[config.mk]
export PLATFORM = sky130hd
export DESIGN_NAME = iopfm_top
export DESIGN_NICKNAME = d
export VERILOG_FILES = /design/src/iopfm_pkg.sv /design/src/iopfm_top.sv
export VERILOG_INCLUDE_DIRS = /design/src
export SDC_FILE = /design/constraint.sdc
export NUM_CORES = 1
export LEC_CHECK = 0
export BUFFER_PORTS_ARGS = -buffer_cell sky130_fd_sc_hd__buf_2
export CORE_AREA = 2 2 148 150
export CTS_CLUSTER_DIAMETER = 50
export DETAILED_ROUTE_END_ITERATION = 10
export DIE_AREA = 0 0 150 152
export MAX_ROUTING_LAYER = met4
export PLACE_DENSITY = 0.66
export SKIP_CTS_REPAIR_TIMING = 1
export SLEW_MARGIN = 30
export SYNTH_ARGS = -nofsm -noshare
export SYNTH_HDL_FRONTEND = slang
export SYNTH_SLANG_ARGS = --single-unit
[constraint.sdc]
create_clock -name SYS_CLK_I -period 2.4 [get_ports SYS_CLK_I]
set_input_delay 0.12 -clock SYS_CLK_I [delete_from_list [all_inputs] [get_ports SYS_CLK_I]]
set_output_delay 0.12 -clock SYS_CLK_I [all_outputs]
set_load 0.05 [all_outputs]
[src/iopfm_cfg.svh]
/*
 iopfm_cfg.svh: register offsets, field positions, reset values and timing counts
 for the I/O polarity and fan mapper. Included by the package; the top module uses its macros.
*/
`ifndef IOPFM_CFG_SVH
`define IOPFM_CFG_SVH

// register byte offsets (APB, one aligned word each)
`define IOPFM_OFF_POL 12'h000
`define IOPFM_OFF_FAN 12'h004
`define IOPFM_OFF_FANTIME 12'h008
`define IOPFM_OFF_BAUD 12'h00C
`define IOPFM_OFF_CTRL 12'h010
`define IOPFM_OFF_STATUS 12'h014

// polarity register fields
`define IOPFM_POL_CARRIER 0
`define IOPFM_POL_ALTSEL 1
`define IOPFM_POL_TXKEY 2
`define IOPFM_POL_MORSE 3
`define IOPFM_POL_BEACON 4
`define IOPFM_POL_IDENT 5
`define IOPFM_POL_RESET 6'h00

// fan select codes
`define IOPFM_FAN_NONE 2'h0
`define IOPFM_FAN_BEACON 2'h1
`define IOPFM_FAN_MORSE 2'h2
`define IOPFM_FAN_IDENT 2'h3

// control register fields (software-driven indications)
`define IOPFM_CTL_TXKEY 0
`define IOPFM_CTL_MORSE 1
`define IOPFM_CTL_BEACON 2
`define IOPFM_CTL_IDENT 3

// reset values
`define IOPFM_FANTIME_RESET 16'h001E
`define IOPFM_BAUD_RESET 32'h00002580

// one second of system clock at 100 MHz
`define IOPFM_CLK_HZ 100000000
`define IOPFM_SEC_CYCLES (`IOPFM_CLK_HZ)

`endif

[src/iopfm_pkg.sv]
/*
 iopfm_pkg.sv: types shared by the I/O polarity and fan mapper.
 Assumes iopfm_cfg.svh is on the include path.
*/
`include "iopfm_cfg.svh"
package iopfm_pkg;
	typedef logic [1:0] iopfm_fan_sel_t;
	typedef enum logic [1:0] {
		FAN_IDLE,
		FAN_CARRIER,
		FAN_HOLD
	} iopfm_fan_state_t;
endpackage

[src/iopfm_top.sv]
/*
 iopfm_top.sv: input polarity, open-drain output polarity, fan routing and
 GPS rate setting of a repeater identify controller, with an APB register slave.
 Assumes one 100 MHz clock; pins come from outside and are synchronised here;
 keying and indication requests come from the controller logic on the same clock
 or from the control register.
*/
`timescale 1ns/10ps
`default_nettype none

// How it works
// - input polarity bit: 0 low active, 1 high
// - output polarity bit: 0 active low, 1 high
// - active low grounds when active, else released
// - fan select routes fan to beacon, morse, identify
// - fan-owned output loses its normal function
// - fan grounds on carrier, holds until timer expires
// - GPS serial rate register, default 9600
// - ground on reset pin resets device
// - beacon indicator active during whole beacon
// - identify indicator active during whole identification
// - morse output is keyed level, not tone
// - fan seconds count after key drops, restart
module iopfm_top
	import iopfm_pkg::*;
#(
	parameter int SEC_CYCLES = `IOPFM_SEC_CYCLES
) (
	// clock, reset, enable
	input wire logic SYS_CLK_I,
	input wire logic RESETN_I,
	input wire logic CLK_EN_I,
	// apb slave
	input wire logic PSEL_I,
	input wire logic PENABLE_I,
	input wire logic PWRITE_I,
	input wire logic [11:0] PADDR_I,
	input wire logic [31:0] PWDATA_I,
	input wire logic [3:0] PSTRB_I,
	output logic [31:0] PRDATA_O,
	output logic PREADY_O,
	output logic PSLVERR_O,
	// raw input pins
	input wire logic CARRIER_DETECT_INPUT_I,
	input wire logic ALTERNATE_MESSAGE_SELECT_I,
	// requests from the controller logic
	input wire logic TX_KEY_REQ_I,
	input wire logic MORSE_ELEMENT_I,
	input wire logic BEACON_ACTIVE_I,
	input wire logic IDENT_ACTIVE_I,
	// conditioned inputs for the controller logic
	output logic CARRIER_ACTIVE_O,
	output logic ALT_MESSAGE_ACTIVE_O,
	// open-drain outputs: _o is always low, oe low means pin pulled to ground
	output logic TRANSMIT_KEY_OUTPUT_O,
	output logic TRANSMIT_KEY_OUTPUT_OE_O,
	output logic MORSE_KEYING_OUTPUT_O,
	output logic MORSE_KEYING_OUTPUT_OE_O,
	output logic BEACON_INDICATOR_O,
	output logic BEACON_INDICATOR_OE_O,
	output logic IDENTIFY_INDICATOR_O,
	output logic IDENTIFY_INDICATOR_OE_O,
	// settings for the GPS receiver serial port
	output logic [31:0] GPS_BAUD_O
);
	import iopfm_pkg::*;

	logic [5:0] pol;
	iopfm_fan_sel_t fan_sel;
	logic [15:0] fan_time;
	logic [31:0] baud;
	logic [3:0] ctrl;
	logic [1:0] carrier_sync;
	logic [1:0] alt_sync;
	logic carrier_act;
	logic alt_act;
	logic key_act;
	logic morse_act;
	logic beacon_act;
	logic ident_act;
	logic fan_on;
	iopfm_fan_state_t fan_state;
	logic [31:0] sec_cnt;
	logic [15:0] sec_left;
	logic apb_wr;
	logic apb_rd;
	logic addr_ok;
	logic [3:0] key_drv;
	logic [31:0] next_rdata;

	function automatic logic [31:0] merge_bytes(input logic [31:0] old_v,
		input logic [31:0] new_v, input logic [3:0] strb);
		logic [31:0] r;
		r = old_v;
		for (int b = 0; b < 4; b++) begin
			if (strb[b]) begin
				r[b*8 +: 8] = new_v[b*8 +: 8];
			end
		end
		return r;
	endfunction

	// true when the pin should be released (oe high): active-low releases when idle
	function automatic logic release_pin(input logic active, input logic pol_bit);
		return active ~^ pol_bit;
	endfunction

	// apb: zero wait state, every access completes in its access phase
	assign PREADY_O = 1'b1;
	assign addr_ok = (PADDR_I == `IOPFM_OFF_POL) || (PADDR_I == `IOPFM_OFF_FAN) ||
		(PADDR_I == `IOPFM_OFF_FANTIME) || (PADDR_I == `IOPFM_OFF_BAUD) ||
		(PADDR_I == `IOPFM_OFF_CTRL) || (PADDR_I == `IOPFM_OFF_STATUS);
	assign PSLVERR_O = PSEL_I && PENABLE_I && !addr_ok;
	assign apb_wr = PSEL_I && PENABLE_I && PWRITE_I && addr_ok && CLK_EN_I;
	assign apb_rd = PSEL_I && !PENABLE_I && !PWRITE_I && CLK_EN_I;

	// all registers reset from the external reset pin, asynchronously
	always_ff @(posedge SYS_CLK_I or negedge RESETN_I) begin
		if (!RESETN_I) begin
			pol <= `IOPFM_POL_RESET;
			fan_sel <= `IOPFM_FAN_NONE;
			fan_time <= `IOPFM_FANTIME_RESET;
			baud <= `IOPFM_BAUD_RESET;
			ctrl <= 4'h0;
		end else if (apb_wr) begin
			case (PADDR_I)
				`IOPFM_OFF_POL: begin
					pol <= 6'(merge_bytes({26'h0, pol}, PWDATA_I, PSTRB_I));
				end
				`IOPFM_OFF_FAN: begin
					fan_sel <= 2'(merge_bytes({30'h0, fan_sel}, PWDATA_I, PSTRB_I));
				end
				`IOPFM_OFF_FANTIME: begin
					fan_time <= 16'(merge_bytes({16'h0, fan_time}, PWDATA_I, PSTRB_I));
				end
				`IOPFM_OFF_BAUD: begin
					baud <= merge_bytes(baud, PWDATA_I, PSTRB_I);
				end
				`IOPFM_OFF_CTRL: begin
					ctrl <= 4'(merge_bytes({28'h0, ctrl}, PWDATA_I, PSTRB_I));
				end
				default: begin
				end
			endcase
		end
	end

	always_comb begin
		case (PADDR_I)
			`IOPFM_OFF_POL: next_rdata = {26'h0, pol};
			`IOPFM_OFF_FAN: next_rdata = {30'h0, fan_sel};
			`IOPFM_OFF_FANTIME: next_rdata = {16'h0, fan_time};
			`IOPFM_OFF_BAUD: next_rdata = baud;
			`IOPFM_OFF_CTRL: next_rdata = {28'h0, ctrl};
			`IOPFM_OFF_STATUS: next_rdata = {sec_left, 8'h0, 1'b0, fan_on, 1'b0,
				fan_state == FAN_HOLD, 2'h0, alt_act, carrier_act};
			default: next_rdata = 32'h0;
		endcase
	end

	// read data registered in the setup phase, stable through the access phase
	always_ff @(posedge SYS_CLK_I or negedge RESETN_I) begin
		if (!RESETN_I) begin
			PRDATA_O <= 32'h0;
		end else if (apb_rd) begin
			PRDATA_O <= next_rdata;
		end
	end

	// first stage feeds only the second; polarity is applied after the pair
	always_ff @(posedge SYS_CLK_I or negedge RESETN_I) begin
		if (!RESETN_I) begin
			carrier_sync <= 2'h0;
			alt_sync <= 2'h0;
		end else if (CLK_EN_I) begin
			carrier_sync <= {carrier_sync[0], CARRIER_DETECT_INPUT_I};
			alt_sync <= {alt_sync[0], ALTERNATE_MESSAGE_SELECT_I};
		end
	end

	assign carrier_act = carrier_sync[1] ~^ pol[`IOPFM_POL_CARRIER];
	assign alt_act = alt_sync[1] ~^ pol[`IOPFM_POL_ALTSEL];
	assign CARRIER_ACTIVE_O = carrier_act;
	assign ALT_MESSAGE_ACTIVE_O = alt_act;

	assign key_act = TX_KEY_REQ_I | ctrl[`IOPFM_CTL_TXKEY];
	assign morse_act = MORSE_ELEMENT_I | ctrl[`IOPFM_CTL_MORSE];
	assign beacon_act = BEACON_ACTIVE_I | ctrl[`IOPFM_CTL_BEACON];
	assign ident_act = IDENT_ACTIVE_I | ctrl[`IOPFM_CTL_IDENT];

	// fan: on with carrier or key, hold counts whole seconds after both drop
	always_ff @(posedge SYS_CLK_I or negedge RESETN_I) begin
		if (!RESETN_I) begin
			fan_state <= FAN_IDLE;
			sec_cnt <= 32'h0;
			sec_left <= 16'h0;
		end else if (CLK_EN_I) begin
			case (fan_state)
				FAN_IDLE: begin
					if (carrier_act || key_act) begin
						fan_state <= FAN_CARRIER;
					end
				end
				FAN_CARRIER: begin
					if (!carrier_act && !key_act) begin
						sec_cnt <= 32'h0;
						sec_left <= fan_time;
						fan_state <= (fan_time == 16'h0) ? FAN_IDLE : FAN_HOLD;
					end
				end
				FAN_HOLD: begin
					if (carrier_act || key_act) begin
						fan_state <= FAN_CARRIER;
					end else if (sec_cnt == 32'(SEC_CYCLES - 1)) begin
						sec_cnt <= 32'h0;
						sec_left <= sec_left - 16'h1;
						if (sec_left == 16'h1) begin
							fan_state <= FAN_IDLE;
						end
					end else begin
						sec_cnt <= sec_cnt + 32'h1;
					end
				end
				default: begin
					fan_state <= FAN_IDLE;
				end
			endcase
		end
	end

	assign fan_on = (fan_state != FAN_IDLE) || carrier_act;

	// fan grounds its pin when on, regardless of polarity setting
	always_ff @(posedge SYS_CLK_I or negedge RESETN_I) begin
		if (!RESETN_I) begin
			key_drv <= 4'hF;
		end else if (CLK_EN_I) begin
			key_drv[0] <= release_pin(key_act, pol[`IOPFM_POL_TXKEY]);
			key_drv[1] <= (fan_sel == `IOPFM_FAN_MORSE) ? !fan_on :
				release_pin(morse_act, pol[`IOPFM_POL_MORSE]);
			key_drv[2] <= (fan_sel == `IOPFM_FAN_BEACON) ? !fan_on :
				release_pin(beacon_act, pol[`IOPFM_POL_BEACON]);
			key_drv[3] <= (fan_sel == `IOPFM_FAN_IDENT) ? !fan_on :
				release_pin(ident_act, pol[`IOPFM_POL_IDENT]);
		end
	end

	assign TRANSMIT_KEY_OUTPUT_O = 1'b0;
	assign MORSE_KEYING_OUTPUT_O = 1'b0;
	assign BEACON_INDICATOR_O = 1'b0;
	assign IDENTIFY_INDICATOR_O = 1'b0;
	assign TRANSMIT_KEY_OUTPUT_OE_O = key_drv[0];
	assign MORSE_KEYING_OUTPUT_OE_O = key_drv[1];
	assign BEACON_INDICATOR_OE_O = key_drv[2];
	assign IDENTIFY_INDICATOR_OE_O = key_drv[3];
	assign GPS_BAUD_O = baud;
endmodule

`default_nettype wire
# Yosys cells after proc, flatten, opt, wreduce, memory -nomap -nowiden
# Index checks and enable logic that the tools add are counted.
# Widths: inputs -> output; s select.
[op_classes]
add_sub_neg = 2
n_eq_ne = 18
muxes = 19
n_bitwise = 10
n_reduce_logical = 39
[op_table]
columns = ["op", "n"]
rows = [
  ["$pmux 32 s6", 1],
  ["$mux 32", 3],
  ["$pmux 32 s2", 1],
  ["$mux 16", 3],
  ["$add 32x1->32 const B", 1],
  ["$eq 32x27->1 const B", 1],
  ["$pmux 16 s2", 1],
  ["$reduce_and 3->1", 9],
  ["$eq 12x4->1 const B", 2],
  ["$eq 12x5->1 const B", 2],
  ["$eq 16x1->1 const B", 1],
  ["$logic_not 16->1", 1],
  ["$sub 16x1->16 const B", 1],
  ["$eq 12x3->1 const B", 1],
  ["$logic_not 12->1", 1],
  ["$mux 2", 6],
  ["$reduce_and 5->1", 2],
  ["$logic_and 1x1->1", 9],
  ["$logic_or 1x1->1", 7],
  ["$eq 2x2->1 const B", 3],
  ["$logic_not 1->1", 6],
  ["$ne 2x2->1 const B", 3],
  ["$ne 3x1->1 const B", 2],
  ["$pmux 2 s3", 1],
  ["8 further kinds", 20],
]
[word_totals]
regBits = 150
inputBits = 60
out_inout_bits = 76
elab_cells = 104

# Depth between registers and ports, before layout
[depth]
depth_word = 9
mapped_depth = 8
depth_no_buf = 7

# Worst setup path before layout
# No wires, ideal clock.
[synth_timing]
path_kind = "reg2reg"
from = "register sec_left[6]"
to = "register sec_left[14]"
setup_ns = 0.135
arrival_time_ns = 2.081
required_ns = 2.265
slack_ns = 0.184
path_stages_with_launch = 7
path_buffers = 1
synth_period_minus_slack_ns = 2.216
cell_sequence = "dfrtp_1 > or4_1 > buf_2 > or3_1 > or3_1 > o311ai_0 > o21ai_1"
[synth_via]
elab_chain_cells = 4
[synth_lines]
columns = ["item", "line", "text"]
rows = [
  ["start, declared", "iopfm_top.sv:84", "logic [15:0] sec_left;"],
  ["start signal, assigned", "iopfm_top.sv:207", "sec_left <= fan_time;"],
  ["start signal, assigned", "iopfm_top.sv:216", "sec_left <= sec_left - 16'h1;"],
  ["$sub 16x1->16", "iopfm_top.sv:216", ""],
  ["$mux 16", "iopfm_top.sv:214", "end else if (sec_cnt == 32'(SEC_CYCLES - 1)) begin"],
  ["$mux 16", "iopfm_top.sv:212", "if (carrier_act || key_act) begin"],
  ["$pmux 16 s2", "iopfm_top.sv:198", "case (fan_state)"],
]
# No other way between the ends. The select of a mux whose other input is x is not followed.
# A chain may end at the register's enable or synchronous reset.

# Worst setup path in the final report
# Ends and elaborated chain as after synthesis.

==> flow_summary.yaml <==
setup_path:
  r2r-end: "sec_left[14]"
  critPathArrivalTime_ns: 2.56
  r2r_slack_ns: 0.14
  startpoint: "sec_left[6]"
  worstPathCellList: "or4_1, or3_1, or3_1, o311ai_0, o21ai_1"
  criticalPathCategory: "reg -> reg"
  crit_buf_inv: 0
  worst-path-max-fanout: 4
  cp-end-kind: "register"
  worstReg2RegStart: "sec_left[6]"
  crit_required_ns: 2.70
  cp-start-kind: "register"
  slowest_delay_ns: 0.55
  path_common_cell: "or3_1"
  worstRegToRegCells: 5
  cpMaxStageDelayCell: "or4_1"
  path_delay_family: "simple AND/OR/NAND/NOR gates"
hold_path:
  min_from: "PWDATA_I[4]"
  holdPathEnd: "GPS_BAUD_O[4]"
  hold_path_class: "in -> reg"
  holdPathStages: 2
floorplanning:
  die_h_um: 152
  die_w_um: 150
  rows: 54
  initial_utilization: 0.3446
  io-pin-count: 136
  fp.coreArea_um2: 21350
  dieArea_um2: 22800
yosys:
  synth_flop_cell: "dfrtp_1"
  synthDistinctLibCells: 63
  synthCells: 701
  yosys_warnings: 0
  synth_top_area_cell: "dfrtp_1"
  ys_top_cells_by_area: "dfrtp_1, mux2_2, nor2_1"
  ys_ff_latch: 150
  synth_top_area_frac: 0.4693
  synth_area_um2: 7358
  avgSynthCellArea_um2: 10.50
  yosysSeqAreaShare: 0.5122
  synth_edf_count: 0
  async_flop_share: 1.000
final_layout:
  area_growth_pct: 28.48
  n_fill_cell: 2040
  design_area_um2: 9454
  mostFrequentLayoutCells: "dfrtp_1, buf_2, nor2_1"
  final_common_cell: "dfrtp_1"
  finalNetCount: 941
  drive_gt1_frac: 0.3288
  post-route-util: 0.4428
global_route:
  grt.overflow.total: 0
  antenna_found_initial: 1
  grt_max_degree: 65
  grt_pass1_vias: 6029
  grt_pass1_wl_mm: 32.18
  track_usage: 0.1840
power:
  leakage_nw: 4.396
  clock_power_share: 0.423
  pwr-share-seq: 0.412
  max-vdd-ir-drop_v: 0.0003685
  intPower_w: 0.004864
  netSwitchingFraction: 0.2818
  combPwrFrac: 0.165
  power_density_nw_per_um2: 716.4
  switchingPower_w: 0.001909
drt:
  wl_per_cell_um: 17.32
  wirelength_mm: 20.30
  drcViolationCount: 0
  final_antenna_net_count: 0
  dr.pass1.iters: 5
  vias: 6201
  drtIter0Drc: 519
  via_per_inst: 5.291
timing:
  relSlewSlack: 0.5265
  finalCritPeriodShare: 0.9421
  setup_viol: 0
  fmax_mhz: 442.3
  worst_pin_slew_ns: 0.6923
  clock-skew-final_ns: 0.007289
  finalMaxSlewViolations: 0
  hold_viol: 0
  rsz0062_at_grt: "no"
  fin_crit_ns: 2.261
placed_design:
  place.gp.congestion: 0.9138
  hpwl_mm: 14.54
  place_area_um2: 8516
  io_buffer_count: 130
clock_tree:
  htreeDepth: 4
  root_buffer: "clkbuf_16"
  cts_tree: "built"
  clkLatencyLatePin_ns: 0.42
  max-clock-path-buffers: 2
  cts_made_buffers: 17
  cts.reportedPaths.clkPinSlew_ns: 0.06
  cts_sinks: 150
flow_run:
  cap_viol_max_count: 0
status:
  outcome: "complete, no violations"
-- stage by stage --
step	hold WS (ns)	power [W]	instances	setup slack, ns	TNS, ns
2_1_floorplan	-0.1756	0.003526	704	0.1838	0
3_3_place_gp	0.1525	0.003901	1109	0.09220	0
3_5_place_dp	0.1462	0.003910	1109	-0.005194	-0.005194
4_1_cts	-0.2964	0.006780	1141	0.1583	0
5_1_grt	0.01358	0.007040	1172	0.03642	0
6_report	0.01628	0.006773	1172	0.1389	0
-- layer usage --
metal / vias up / GRT usage / share of wire
met2: 227 / 0.2890 / 0.48
met3: 28 / 0.04114 / 0.064
met5: - / - / 0
li1: 2921 / - / -
met1: 3025 / 0.2368 / 0.44
met4: 0 / 0.05795 / 0.020
-- synth_stat cells (all sizes together), types with 11 or more instances --
master and number:
a221oi 30, clkbuf 25, nand2 35, a21oi 15, xor2 11, dfrtp 138, mux2 67, nor2 108
nand4 12, xnor2 23, nor3 20, nand3 33, dfstp 12, buf 19, nor4 26, o21ai 15
-- flip-flops by register name (all words and copies together), names as in the netlist, 4 cells and up --
register / count
ctrl: 4
GPS_BAUD_O: 32
sec_cnt: 32
fan_time: 16
pol: 6
sec_left: 16
key_drv: 4
PRDATA_O: 32
-- final cells by class --
type                       instances  area, um2  area share
sequential                       150       3769      0.3986
clock inverter                     9      147.6     0.01562
timing repair buffer             199       1287      0.1362
tap                              280      350.3     0.03706
clock buffer                      23      488.0     0.05161
multi-input combinational        502       3379      0.3575
antenna                            1      2.502   0.0002647
inverter                           8      30.03    0.003176
-- cells by family after synthesis --
family	count (synthesis)	share of synthesized area
and+or+nand+nor	295	0.2086
DFF	150	0.5122
AOI/OAI and AO/OA	96	0.09573
muxes	69	0.1053
buffers and inverters	52	0.03163
xor gates and xnor gates	34	0.04047
adders and majority gates	3	0.005102
other	2	0.001021
-- worst max path at each step --
stage | to | slack, ns | cells after the start
after floorplan | sec_left[14] | 0.18 | 6
after global placement | ctrl[2] | 0.09 | 6
after detailed placement | ctrl[1] | -0.005 | 6
after CTS | sec_left[14] | 0.16 | 5
after global routing | sec_left[14] | 0.04 | 5
final | sec_left[14] | 0.14 | 5
-- worst reg2reg max path: cells and delay by family (launching register included) --
family	cells	cell delay [ns]
compound gates	2	0.40
flops	1	0.40
simple gates	3	1.34
-- power by group through the flow --
stage	clock [W]	combinational, W	sequential (W)
after floorplan	0	0.000364	0.00316
after global placement	0	0.00107	0.00283
after detailed placement	0	0.00108	0.00283
after CTS	0.00291	0.00108	0.00279
after global routing	0.00302	0.00121	0.00281
final	0.00286	0.00112	0.00279
Power figures use the tool's default switching activity.
